$ cat config.mk
export PLATFORM = sky130hd
export DESIGN_NAME = rtc_config_and_ram_lock
export DESIGN_NICKNAME = d
export VERILOG_FILES = /design/src/hdl/rtc_cfg_pkg.sv /design/src/hdl/rtc_ram_gate.sv /design/src/hdl/rtc_config_and_ram_lock.sv
export VERILOG_INCLUDE_DIRS = /design/src /design/src/hdl
export SDC_FILE = /design/constraint.sdc
export NUM_CORES = 1
export LEC_CHECK = 0
export BUFFER_PORTS_ARGS = -buffer_cell sky130_fd_sc_hd__clkbuf_2
export CORE_MARGIN = 2
export CORE_UTILIZATION = 43
export CTS_CLUSTER_DIAMETER = 150
export DETAILED_ROUTE_END_ITERATION = 8
export PLACE_DENSITY = 0.76
export SLEW_MARGIN = 20
export SYNTH_ARGS = -nofsm -noshare
export SYNTH_HDL_FRONTEND = slang
export SYNTH_HIERARCHICAL = 1
export SYNTH_SLANG_ARGS = --single-unit
$ cat constraint.sdc
create_clock -name clk -period 1.77 [get_ports clk]
set_input_delay 0.2655 -clock clk [delete_from_list [all_inputs] [get_ports clk]]
set_output_delay 0.2655 -clock clk [all_outputs]
set_load 0.005 [all_outputs]
$ cat src/hdl/rtc_cfg_params.svh
/*
  Constants of the clock configuration bank: register indexes, reset
  values, field positions and lock windows.
  Assumes inclusion by bare name from the design files and the checker.
*/
`ifndef RTC_CFG_PARAMS_SVH
`define RTC_CFG_PARAMS_SVH

// ------------------------------------------------------------
// register indexes (byte address is four times the index)
// ------------------------------------------------------------
`define IDX_ACTIVATE 8'h30
`define IDX_STD_BASE_HIGH 8'h60
`define IDX_STD_BASE_LOW 8'h61
`define IDX_EXT_BASE_HIGH 8'h62
`define IDX_EXT_BASE_LOW 8'h63
`define IDX_IRQ_NUMBER 8'h70
`define IDX_IRQ_TYPE 8'h71
`define IDX_DMA_FIRST 8'h74
`define IDX_DMA_SECOND 8'h75
`define IDX_RAM_LOCK 8'hf0
`define IDX_DAY_ALARM 8'hf1
`define IDX_MONTH_ALARM 8'hf2
`define IDX_CENTURY 8'hf3

// ------------------------------------------------------------
// reset values and fixed answers
// ------------------------------------------------------------
`define RST_ACTIVATE 8'h00
`define RST_STD_BASE_HIGH 8'h00
`define RST_STD_BASE_LOW 8'h70
`define RST_EXT_BASE_HIGH 8'h00
`define RST_EXT_BASE_LOW 8'h72
`define RST_IRQ_NUMBER 8'h08
`define RST_IRQ_TYPE 8'h00
`define RST_LOCK 8'h00
`define RST_OFFSET 7'h00
`define DMA_NONE 8'h04
`define BLOCKED_READ 8'hff

// ------------------------------------------------------------
// fields
// ------------------------------------------------------------
`define ACTIVATE_BIT 0
`define IRQ_TYPE_RW_MASK 8'h02
`define BASE_LOW_MASK 8'hfe
`define LOCK_MASK 8'hf8
`define LOCK_STD_WIN 7
`define LOCK_ALL_WR 6
`define LOCK_EXT_LOW_WR 5
`define LOCK_EXT_LOW_RD 4
`define LOCK_EXT_ALL 3
`define STD_WIN_FIRST 8'h38
`define STD_WIN_LAST 8'h3f
`define EXT_LOW_LAST 8'h1f

`endif

$ cat src/hdl/rtc_cfg_pkg.sv
/*
  Types shared by the clock configuration bank and its RAM gate.
  Assumes the constants header is on the include path.
*/
package rtc_cfg_pkg;

  typedef struct packed {
    logic rd;
    logic wr;
    logic ext;
    logic [7:0] addr;
    logic [7:0] wdata;
  } rt_req_t;

  typedef struct packed {
    logic re;
    logic we;
    logic ext;
    logic [7:0] addr;
    logic [7:0] wdata;
  } ram_cmd_t;

  typedef struct packed {
    logic active;
    logic [15:0] std_base;
    logic [15:0] ext_base;
    logic [7:0] irq_number;
    logic [7:0] irq_type;
  } cfg_t;

  typedef struct packed {
    logic [6:0] day;
    logic [6:0] month;
    logic [6:0] century;
  } offsets_t;

endpackage

$ cat src/hdl/rtc_ram_gate.sv
/*
  Gate between host runtime accesses and the battery-backed RAM:
  applies the activate bit and the lock bits, one cycle to the RAM
  command, one more to read data.
  Assumes the RAM returns read data combinationally from ram_cmd.
*/
`timescale 1ns/1ps
`include "rtc_cfg_params.svh"

module rtc_ram_gate
  import rtc_cfg_pkg::*;
(
  input wire logic clk,
  input wire logic rstn,
  input wire rt_req_t req,
  input wire logic active,
  input wire logic [7:0] lock,
  input wire logic [7:0] ram_rdata,
  output ram_cmd_t ram_cmd,
  output logic [7:0] rdata,
  output logic rvalid
);

  // ------------------------------------------------------------
  // region and block decode
  // ------------------------------------------------------------
  wire std_win = !req.ext && req.addr >= `STD_WIN_FIRST &&
                 req.addr <= `STD_WIN_LAST;
  wire ext_low = req.ext && req.addr <= `EXT_LOW_LAST;
  wire wr_block = !active
                  || lock[`LOCK_ALL_WR]
                  || (ext_low && lock[`LOCK_EXT_LOW_WR])
                  || (req.ext && lock[`LOCK_EXT_ALL])
                  || (std_win && lock[`LOCK_STD_WIN]);
  wire rd_block = !active
                  || (ext_low && lock[`LOCK_EXT_LOW_RD])
                  || (req.ext && lock[`LOCK_EXT_ALL])
                  || (std_win && lock[`LOCK_STD_WIN]);

  logic rd_block_q;
  logic rd_pend;

  // ------------------------------------------------------------
  // pipeline
  // ------------------------------------------------------------
  always_ff @(posedge clk or negedge rstn) begin
    if (!rstn) begin
      ram_cmd <= '0;
      rd_block_q <= 1'b0;
      rd_pend <= 1'b0;
    end else begin
      ram_cmd.re <= req.rd && !rd_block;
      ram_cmd.we <= req.wr && !wr_block;
      ram_cmd.ext <= req.ext;
      ram_cmd.addr <= req.addr;
      ram_cmd.wdata <= req.wdata;
      rd_block_q <= rd_block;
      rd_pend <= req.rd;
    end
  end

  // blocked reads answer ff without touching the RAM
  always_ff @(posedge clk or negedge rstn) begin
    if (!rstn) begin
      rdata <= 8'h00;
      rvalid <= 1'b0;
    end else begin
      rvalid <= rd_pend;
      rdata <= rd_block_q ? `BLOCKED_READ : ram_rdata;
    end
  end

endmodule

$ cat src/hdl/rtc_config_and_ram_lock.sv
/*
  Configuration bank of the real-time clock logical device: standard
  registers on the main supply reset, lock and alarm offset registers
  on the standby reset, Avalon-MM slave with waitrequest, and the
  gate that guards host accesses to the battery-backed RAM.
  Assumes standby_lock_select and unlock_request come from the serial
  lock control logic on the same clock, and that clk runs while either
  reset is asserted.
*/
// Overview of operation
// activate bit 0 clear makes every runtime access of the device blocked.
// standard base high resets 00, low resets 70, low bit reads zero.
// extended RAM base high resets 00, low resets 72, low bit zero.
// interrupt number and wake enable register is read/write, resets 08.
// interrupt type: only bit 1 writable, rest read-only, resets 00.
// both DMA report registers read-only, always return 04.
// lock bits write-one-to-set; cleared by reset chosen by select bit.
// unlock request clears every lock bit; a lock write on the same edge still sets its bits.
// bit 7 blocks standard RAM 38-3f: writes ignored, reads give ff.
// bit 6 ignores all writes to standard and extended RAM.
// bit 5 ignores writes to extended RAM bytes 00-1f.
// bit 4 makes reads of extended RAM bytes 00-1f return ff.
// bit 3 blocks all extended RAM writes; its reads return ff.
// day alarm offset at f1: resets 00, top bit reserved.
// month alarm offset at f2: 7-bit field, resets 00.
// century offset at f3: 7-bit field, bit 7 reserved.
// standard registers on main reset; lock and offsets on standby.
// reserved lock and offset bits read zero, ignore writes.
`timescale 1ns/1ps
`include "rtc_cfg_params.svh"

module rtc_config_and_ram_lock
  import rtc_cfg_pkg::*;
#(
  parameter int ADDR_WIDTH = 10
)
(
  input wire logic clk,
  input wire logic rstn,
  input wire logic sb_rstn,
  input wire logic [ADDR_WIDTH-1:0] address,
  input wire logic read,
  input wire logic write,
  input wire logic [31:0] writedata,
  input wire logic [3:0] byteenable,
  output logic [31:0] readdata,
  output logic waitrequest,
  input wire logic standby_lock_select,
  input wire logic unlock_request,
  input wire rt_req_t rt_req,
  input wire logic [7:0] ram_rdata,
  output ram_cmd_t ram_cmd,
  output logic [7:0] rt_rdata,
  output logic rt_rvalid,
  output cfg_t cfg,
  output offsets_t offsets,
  output logic [7:0] ram_lock
);

  // ------------------------------------------------------------
  // register storage
  // ------------------------------------------------------------
  // main supply domain
  logic [7:0] logical_device_activate;
  logic [7:0] standard_base_high;
  logic [7:0] standard_base_low;
  logic [7:0] extended_ram_base_high;
  logic [7:0] extended_ram_base_low;
  logic [7:0] interrupt_number_wake;
  logic [7:0] interrupt_type;
  logic main_alive;

  // standby domain
  logic [6:0] day_alarm_offset;
  logic [6:0] month_alarm_offset;
  logic [6:0] century_offset;

  // ------------------------------------------------------------
  // bus decode
  // ------------------------------------------------------------
  // a request is taken once, on the edge where waitrequest is high;
  // the next edge shows waitrequest low and ends it
  wire take = (read || write) && waitrequest;
  // writes commit on the edge where the master sees waitrequest low
  wire wr_take = write && !waitrequest && byteenable[0];
  wire [7:0] idx = address[9:2];
  wire [7:0] wbyte = writedata[7:0];

  wire hit_activate = idx == `IDX_ACTIVATE;
  wire hit_std_high = idx == `IDX_STD_BASE_HIGH;
  wire hit_std_low = idx == `IDX_STD_BASE_LOW;
  wire hit_ext_high = idx == `IDX_EXT_BASE_HIGH;
  wire hit_ext_low = idx == `IDX_EXT_BASE_LOW;
  wire hit_irq_num = idx == `IDX_IRQ_NUMBER;
  wire hit_irq_type = idx == `IDX_IRQ_TYPE;
  wire hit_dma_first = idx == `IDX_DMA_FIRST;
  wire hit_dma_second = idx == `IDX_DMA_SECOND;
  wire hit_lock = idx == `IDX_RAM_LOCK;
  wire hit_day = idx == `IDX_DAY_ALARM;
  wire hit_month = idx == `IDX_MONTH_ALARM;
  wire hit_century = idx == `IDX_CENTURY;

  // ------------------------------------------------------------
  // lock next value
  // ------------------------------------------------------------
  // main reset seen while the select bit picks the main supply:
  // cleared synchronously, since the selection is not a constant
  // and must not steer an asynchronous reset
  wire main_clear = !main_alive && !standby_lock_select;
  wire lock_clear = main_clear || unlock_request;
  wire [7:0] lock_set = wr_take && hit_lock ? wbyte : 8'h00;
  // set wins over a clear in the same cycle
  wire [7:0] next_ram_lock =
    ((ram_lock & ~{8{lock_clear}}) | lock_set) & `LOCK_MASK;

  // ------------------------------------------------------------
  // read multiplexer
  // ------------------------------------------------------------
  logic [7:0] rd_byte;

  always_comb begin
    if (hit_activate) begin
      rd_byte = logical_device_activate;
    end else if (hit_std_high) begin
      rd_byte = standard_base_high;
    end else if (hit_std_low) begin
      rd_byte = standard_base_low & `BASE_LOW_MASK;
    end else if (hit_ext_high) begin
      rd_byte = extended_ram_base_high;
    end else if (hit_ext_low) begin
      rd_byte = extended_ram_base_low & `BASE_LOW_MASK;
    end else if (hit_irq_num) begin
      rd_byte = interrupt_number_wake;
    end else if (hit_irq_type) begin
      rd_byte = interrupt_type;
    end else if (hit_dma_first || hit_dma_second) begin
      rd_byte = `DMA_NONE;
    end else if (hit_lock) begin
      rd_byte = ram_lock;
    end else if (hit_day) begin
      rd_byte = {1'b0, day_alarm_offset};
    end else if (hit_month) begin
      rd_byte = {1'b0, month_alarm_offset};
    end else if (hit_century) begin
      rd_byte = {1'b0, century_offset};
    end else begin
      // unmapped indexes read zero and ignore writes
      rd_byte = 8'h00;
    end
  end

  // ------------------------------------------------------------
  // bus handshake
  // ------------------------------------------------------------
  always_ff @(posedge clk or negedge rstn) begin
    if (!rstn) begin
      waitrequest <= 1'b1;
    end else begin
      waitrequest <= !take;
    end
  end

  // read data is held until the next taken read
  always_ff @(posedge clk or negedge rstn) begin
    if (!rstn) begin
      readdata <= 32'h0000_0000;
    end else if (take && read) begin
      readdata <= {24'h00_0000, rd_byte};
    end
  end

  // ------------------------------------------------------------
  // main supply registers
  // ------------------------------------------------------------
  always_ff @(posedge clk or negedge rstn) begin
    if (!rstn) begin
      main_alive <= 1'b0;
    end else begin
      main_alive <= 1'b1;
    end
  end

  always_ff @(posedge clk or negedge rstn) begin
    if (!rstn) begin
      logical_device_activate <= `RST_ACTIVATE;
    end else if (wr_take && hit_activate) begin
      logical_device_activate <= wbyte;
    end
  end

  always_ff @(posedge clk or negedge rstn) begin
    if (!rstn) begin
      standard_base_high <= `RST_STD_BASE_HIGH;
    end else if (wr_take && hit_std_high) begin
      standard_base_high <= wbyte;
    end
  end

  always_ff @(posedge clk or negedge rstn) begin
    if (!rstn) begin
      standard_base_low <= `RST_STD_BASE_LOW;
    end else if (wr_take && hit_std_low) begin
      standard_base_low <= wbyte & `BASE_LOW_MASK;
    end
  end

  always_ff @(posedge clk or negedge rstn) begin
    if (!rstn) begin
      extended_ram_base_high <= `RST_EXT_BASE_HIGH;
    end else if (wr_take && hit_ext_high) begin
      extended_ram_base_high <= wbyte;
    end
  end

  always_ff @(posedge clk or negedge rstn) begin
    if (!rstn) begin
      extended_ram_base_low <= `RST_EXT_BASE_LOW;
    end else if (wr_take && hit_ext_low) begin
      extended_ram_base_low <= wbyte & `BASE_LOW_MASK;
    end
  end

  always_ff @(posedge clk or negedge rstn) begin
    if (!rstn) begin
      interrupt_number_wake <= `RST_IRQ_NUMBER;
    end else if (wr_take && hit_irq_num) begin
      interrupt_number_wake <= wbyte;
    end
  end

  // only the writable bit can ever leave its reset value
  always_ff @(posedge clk or negedge rstn) begin
    if (!rstn) begin
      interrupt_type <= `RST_IRQ_TYPE;
    end else if (wr_take && hit_irq_type) begin
      interrupt_type <= (interrupt_type & ~`IRQ_TYPE_RW_MASK) |
                        (wbyte & `IRQ_TYPE_RW_MASK);
    end
  end

  // ------------------------------------------------------------
  // standby registers
  // ------------------------------------------------------------
  // untouched by rstn; the offsets survive a main supply reset, ram_lock only while standby_lock_select is high
  always_ff @(posedge clk or negedge sb_rstn) begin
    if (!sb_rstn) begin
      ram_lock <= `RST_LOCK;
    end else begin
      ram_lock <= next_ram_lock;
    end
  end

  always_ff @(posedge clk or negedge sb_rstn) begin
    if (!sb_rstn) begin
      day_alarm_offset <= `RST_OFFSET;
    end else if (wr_take && hit_day) begin
      day_alarm_offset <= wbyte[6:0];
    end
  end

  always_ff @(posedge clk or negedge sb_rstn) begin
    if (!sb_rstn) begin
      month_alarm_offset <= `RST_OFFSET;
    end else if (wr_take && hit_month) begin
      month_alarm_offset <= wbyte[6:0];
    end
  end

  always_ff @(posedge clk or negedge sb_rstn) begin
    if (!sb_rstn) begin
      century_offset <= `RST_OFFSET;
    end else if (wr_take && hit_century) begin
      century_offset <= wbyte[6:0];
    end
  end

  // ------------------------------------------------------------
  // configuration outputs
  // ------------------------------------------------------------
  // plain wiring of the flops above; the runtime decoder relocates
  // the alarm and century registers with the offsets
  assign cfg.active = logical_device_activate[`ACTIVATE_BIT];
  assign cfg.std_base = {standard_base_high, standard_base_low};
  assign cfg.ext_base = {extended_ram_base_high, extended_ram_base_low};
  assign cfg.irq_number = interrupt_number_wake;
  assign cfg.irq_type = interrupt_type;
  assign offsets.day = day_alarm_offset;
  assign offsets.month = month_alarm_offset;
  assign offsets.century = century_offset;

  // ------------------------------------------------------------
  // runtime RAM gate
  // ------------------------------------------------------------
  // limitation: a lock set by the bus applies from the cycle after
  // the write edge; an access taken on that very edge still passes
  rtc_ram_gate u_gate (
    .clk(clk),
    .rstn(rstn),
    .req(rt_req),
    .active(logical_device_activate[`ACTIVATE_BIT]),
    .lock(ram_lock),
    .ram_rdata(ram_rdata),
    .ram_cmd(ram_cmd),
    .rdata(rt_rdata),
    .rvalid(rt_rvalid)
  );

endmodule

==> run summary <==
Max Clk Rate: 594 MHz
CTS tree: built
Tmin final: 1.68 ns
Final Slew Violations: 0
Pre-antenna DRT Iters: 5
CP Launch Type: flop
Synth cell types: 59
DRC errors left: 0
CP arrival: 1.98 ns
Die Wd: 114 um
Die Ht: 114 um
reg2reg end: interrupt_number_wake[4]$_DFFE_PN0P_
CP Max Fanout: 6
fin util: 59.9%
DR WL/cell: 18.2 um
via count of the first global-routing pass: 4252
sw power: 0.00152 W
gpl congestion: 0.883
synth cell count leaders: 104 x dfrtp_1, 68 x mux2_2, 38 x buf_4, 20 x nand2_1, 19 x o21ai_0
Yosys top cell by area: dfrtp_1
Max VDD drop: 0.697 mV
slew at the pin closest to its max-slew limit: 0.664 ns
Rel. slew slack: 55.7%
leakage power: 3.62 nW
Clk Latency, worst-skew pair: 0.41 ns
share of flip-flops with an asynchronous set or reset: 100%
GRT Overall Usage: 23.1%
final WL: 14.7 mm
Reg2Reg Setup Slack: 0.09 ns
Via density: 5.26
RSZ-0062 raised after global routing: false
vias: 4258
EDFF count, synth: 0
Switching Fraction: 22.3%
Non-Filler Instances: 809
combinational power share: 8.3%
outcome: completed
Synth warnings: 6
worst clock skew: 0.00775 ns
io pins: 219
Starting Density: 43.6%
Filler cells: 976
postcts setup bufs: 0
Hold WC Path Type: input port to flop
share of cells above drive strength 1: 50.3%
fin nets: 729
area share of the largest cell type after synthesis: 50.1%
Syn Inst Count: 426
Critical Path RT: 2.07 ns
Antenna Diode Count: 0
CTS H-tree lvls: 4
Seq pwr share: 39.9%
CTS Buffer Depth: 2
P&R area growth vs syn: 37.4%
Worst Reg-to-Reg Cells: 5
# rows: 40
worst hold start: write
syn avg cell area: 12.2 um2
sequential share of the synthesized area: 54.7%
ANT nets after route: 0
Most used DFF post-synth: dfrtp_1
# clock sinks: 113
register bit total from synthesis: 113
GRT Residual Overflow: 0
Int Power: 0.00530 W
critical path capture point type: flop
placed cells: 757
maxcap violations: 0
clock network fraction of design power: 51.8%
Die ar.: 13000 um2
mapped cell area: 5190 um2
initial antenna violation count: 0
WHS Endpoint: waitrequest$_DFF_PN1_
top cells by area, synth: dfrtp_1 50%, mux2_2 15%, buf_4 5.5%
count leader, synth: dfrtp_1
area of the core: 11900 um2
hold_ws: 0.0386 ns
Power per Cell Area: 955 nW/um2
Clock Pin Slew Worst Setup and Hold Paths: 0.06 ns
worst r2r src: waitrequest$_DFF_PN1_
largest net degree at the start of global routing: 46
worst setup path class: flop to flop
first-pass GRT wire length: 22.5 mm
hpwl dp: 10.8 mm
Port-buffer cells: 153
CTS root buf: clkbuf_16
First DRT Iteration DRCs: 279
Final Cycle Share: 95.1%
Num CTS Buffers: 17
# setup viols final: 0
Worst Hold Depth: 2
Hold Vio Cnt, Final: 0
cell usage in the layout, fill, tap and decap left out, drive strengths merged, types with 7 or more instances in the layout:
cell type | netlist | final
dlygate4sd3 | 0 | 20
dfrtp | 104 | 104
mux2i | 8 | 8
clkbuf | 5 | 173
nor2 | 18 | 18
a21oi | 16 | 16
buf | 52 | 54
a22o | 7 | 7
mux2 | 69 | 69
or2 | 10 | 10
conb | 2 | 37
o21ai | 19 | 19
dfstp | 9 | 9
nand2 | 21 | 21
how the worst max path moves through the flow:
stage                           from  slack (ns)  cells after the start                               endpoint
2_1_floorplan  waitrequest$_DFF_PN1_       -0.02                      5      month_alarm_offset[0]$_DFFE_PN0P_
3_3_place_gp              address[9]       -0.16                      6  extended_ram_base_high[0]$_DFFE_PN0P_
3_5_place_dp              address[9]       -0.21                      6  extended_ram_base_high[0]$_DFFE_PN0P_
4_1_cts        waitrequest$_DFF_PN1_        0.04                      5      month_alarm_offset[2]$_DFFE_PN0P_
5_1_grt        waitrequest$_DFF_PN1_        0.03                      5      standard_base_high[7]$_DFFE_PN0P_
6_report       waitrequest$_DFF_PN1_        0.09                      5   interrupt_number_wake[4]$_DFFE_PN0P_
critical path: stages, from the launching register on:
cell and delay, ns:
dfstp_2 0.52, and3b_2 0.25, buf_4 0.15, and3_1 0.18
buf_4 0.18, mux2_2 0.28
timing repair:
item	in CTS	in global routing
cloned	0	0
gates resized for setup	1	1
pin swaps	0	0
setup endpoints to repair	2	14
endpoints found under the hold margin	61	0
hold buffers	20	0
logic make-up (layout without fill, tap and decap cells):
family	after synthesis	count (layout)	synth area share, %
flip-flops	113	113	54.7
other	2	37	0.145
AO/OA/AOI/OAI	77	77	9.90
multiplexers	77	77	16.5
buffers and inverters	62	263	7.59
AND/OR/NAND/NOR	95	95	11.2
flip-flops by register name, indices dropped and copies added (netlist names):
| name | flops |
|---|---|
| interrupt_type | 1 |
| u_gate/rdata | 8 |
| standard_base_low | 7 |
| extended_ram_base_low | 7 |
| u_gate/rd_pend | 1 |
| logical_device_activate | 8 |
| readdata | 8 |
| interrupt_number_wake | 8 |
| century_offset | 7 |
| waitrequest | 1 |
| day_alarm_offset | 7 |
| month_alarm_offset | 7 |
| standard_base_high | 8 |
| ram_lock | 5 |
| u_gate/rd_block_q | 1 |
| u_gate/ram_cmd | 19 |
| main_alive | 1 |
| u_gate/rvalid | 1 |
| extended_ram_base_high | 8 |
metal layers:
metal	vias up	routed length [um]	GRT usage, %
li1	1912	-	-
met3	53	1170	6.27
met2	240	6790	36.4
met4	0	739	14.2
met1	2053	6000	28.4
met5	-	0	0
power by group through the flow:
| stage | combinational [W] | sequential, W | clock (W) |
|---|---|---|---|
| global placement | 0.000517 | 0.00276 | 0 |
| detailed placement | 0.000527 | 0.00276 | 0 |
| finish | 0.000567 | 0.00272 | 0.00353 |
| CTS | 0.000566 | 0.00272 | 0.00359 |
| global route | 0.000625 | 0.00273 | 0.00372 |
| floorplan | 0.000256 | 0.00276 | 0 |
area by class of cell:
| cell class | count | area [um2] | area share (%) |
|---|---|---|---|
| Multi-Input combinational cell | 286 | 2100 | 29.4 |
| Clock inverter | 11 | 163 | 2.28 |
| Inverter | 5 | 18.8 | 0.263 |
| Timing Repair Buffer | 226 | 1380 | 19.3 |
| Tap cell | 147 | 184 | 2.58 |
| Sequential cell | 113 | 2840 | 39.8 |
| Clock buffer | 21 | 450 | 6.31 |
stage by stage:
step	setup TNS, ns	area (um2)	setup slack [ns]	power [W]
global route	0	7130	0.0314	0.00707
floorplan	-0.244	5320	-0.0175	0.00302
finish	0	7130	0.0876	0.00681
CTS	0	7130	0.0427	0.00688
detailed placement	-3.59	6310	-0.206	0.00329
global placement	-2.19	6310	-0.162	0.00328
(Power assumes the default switching activity.)
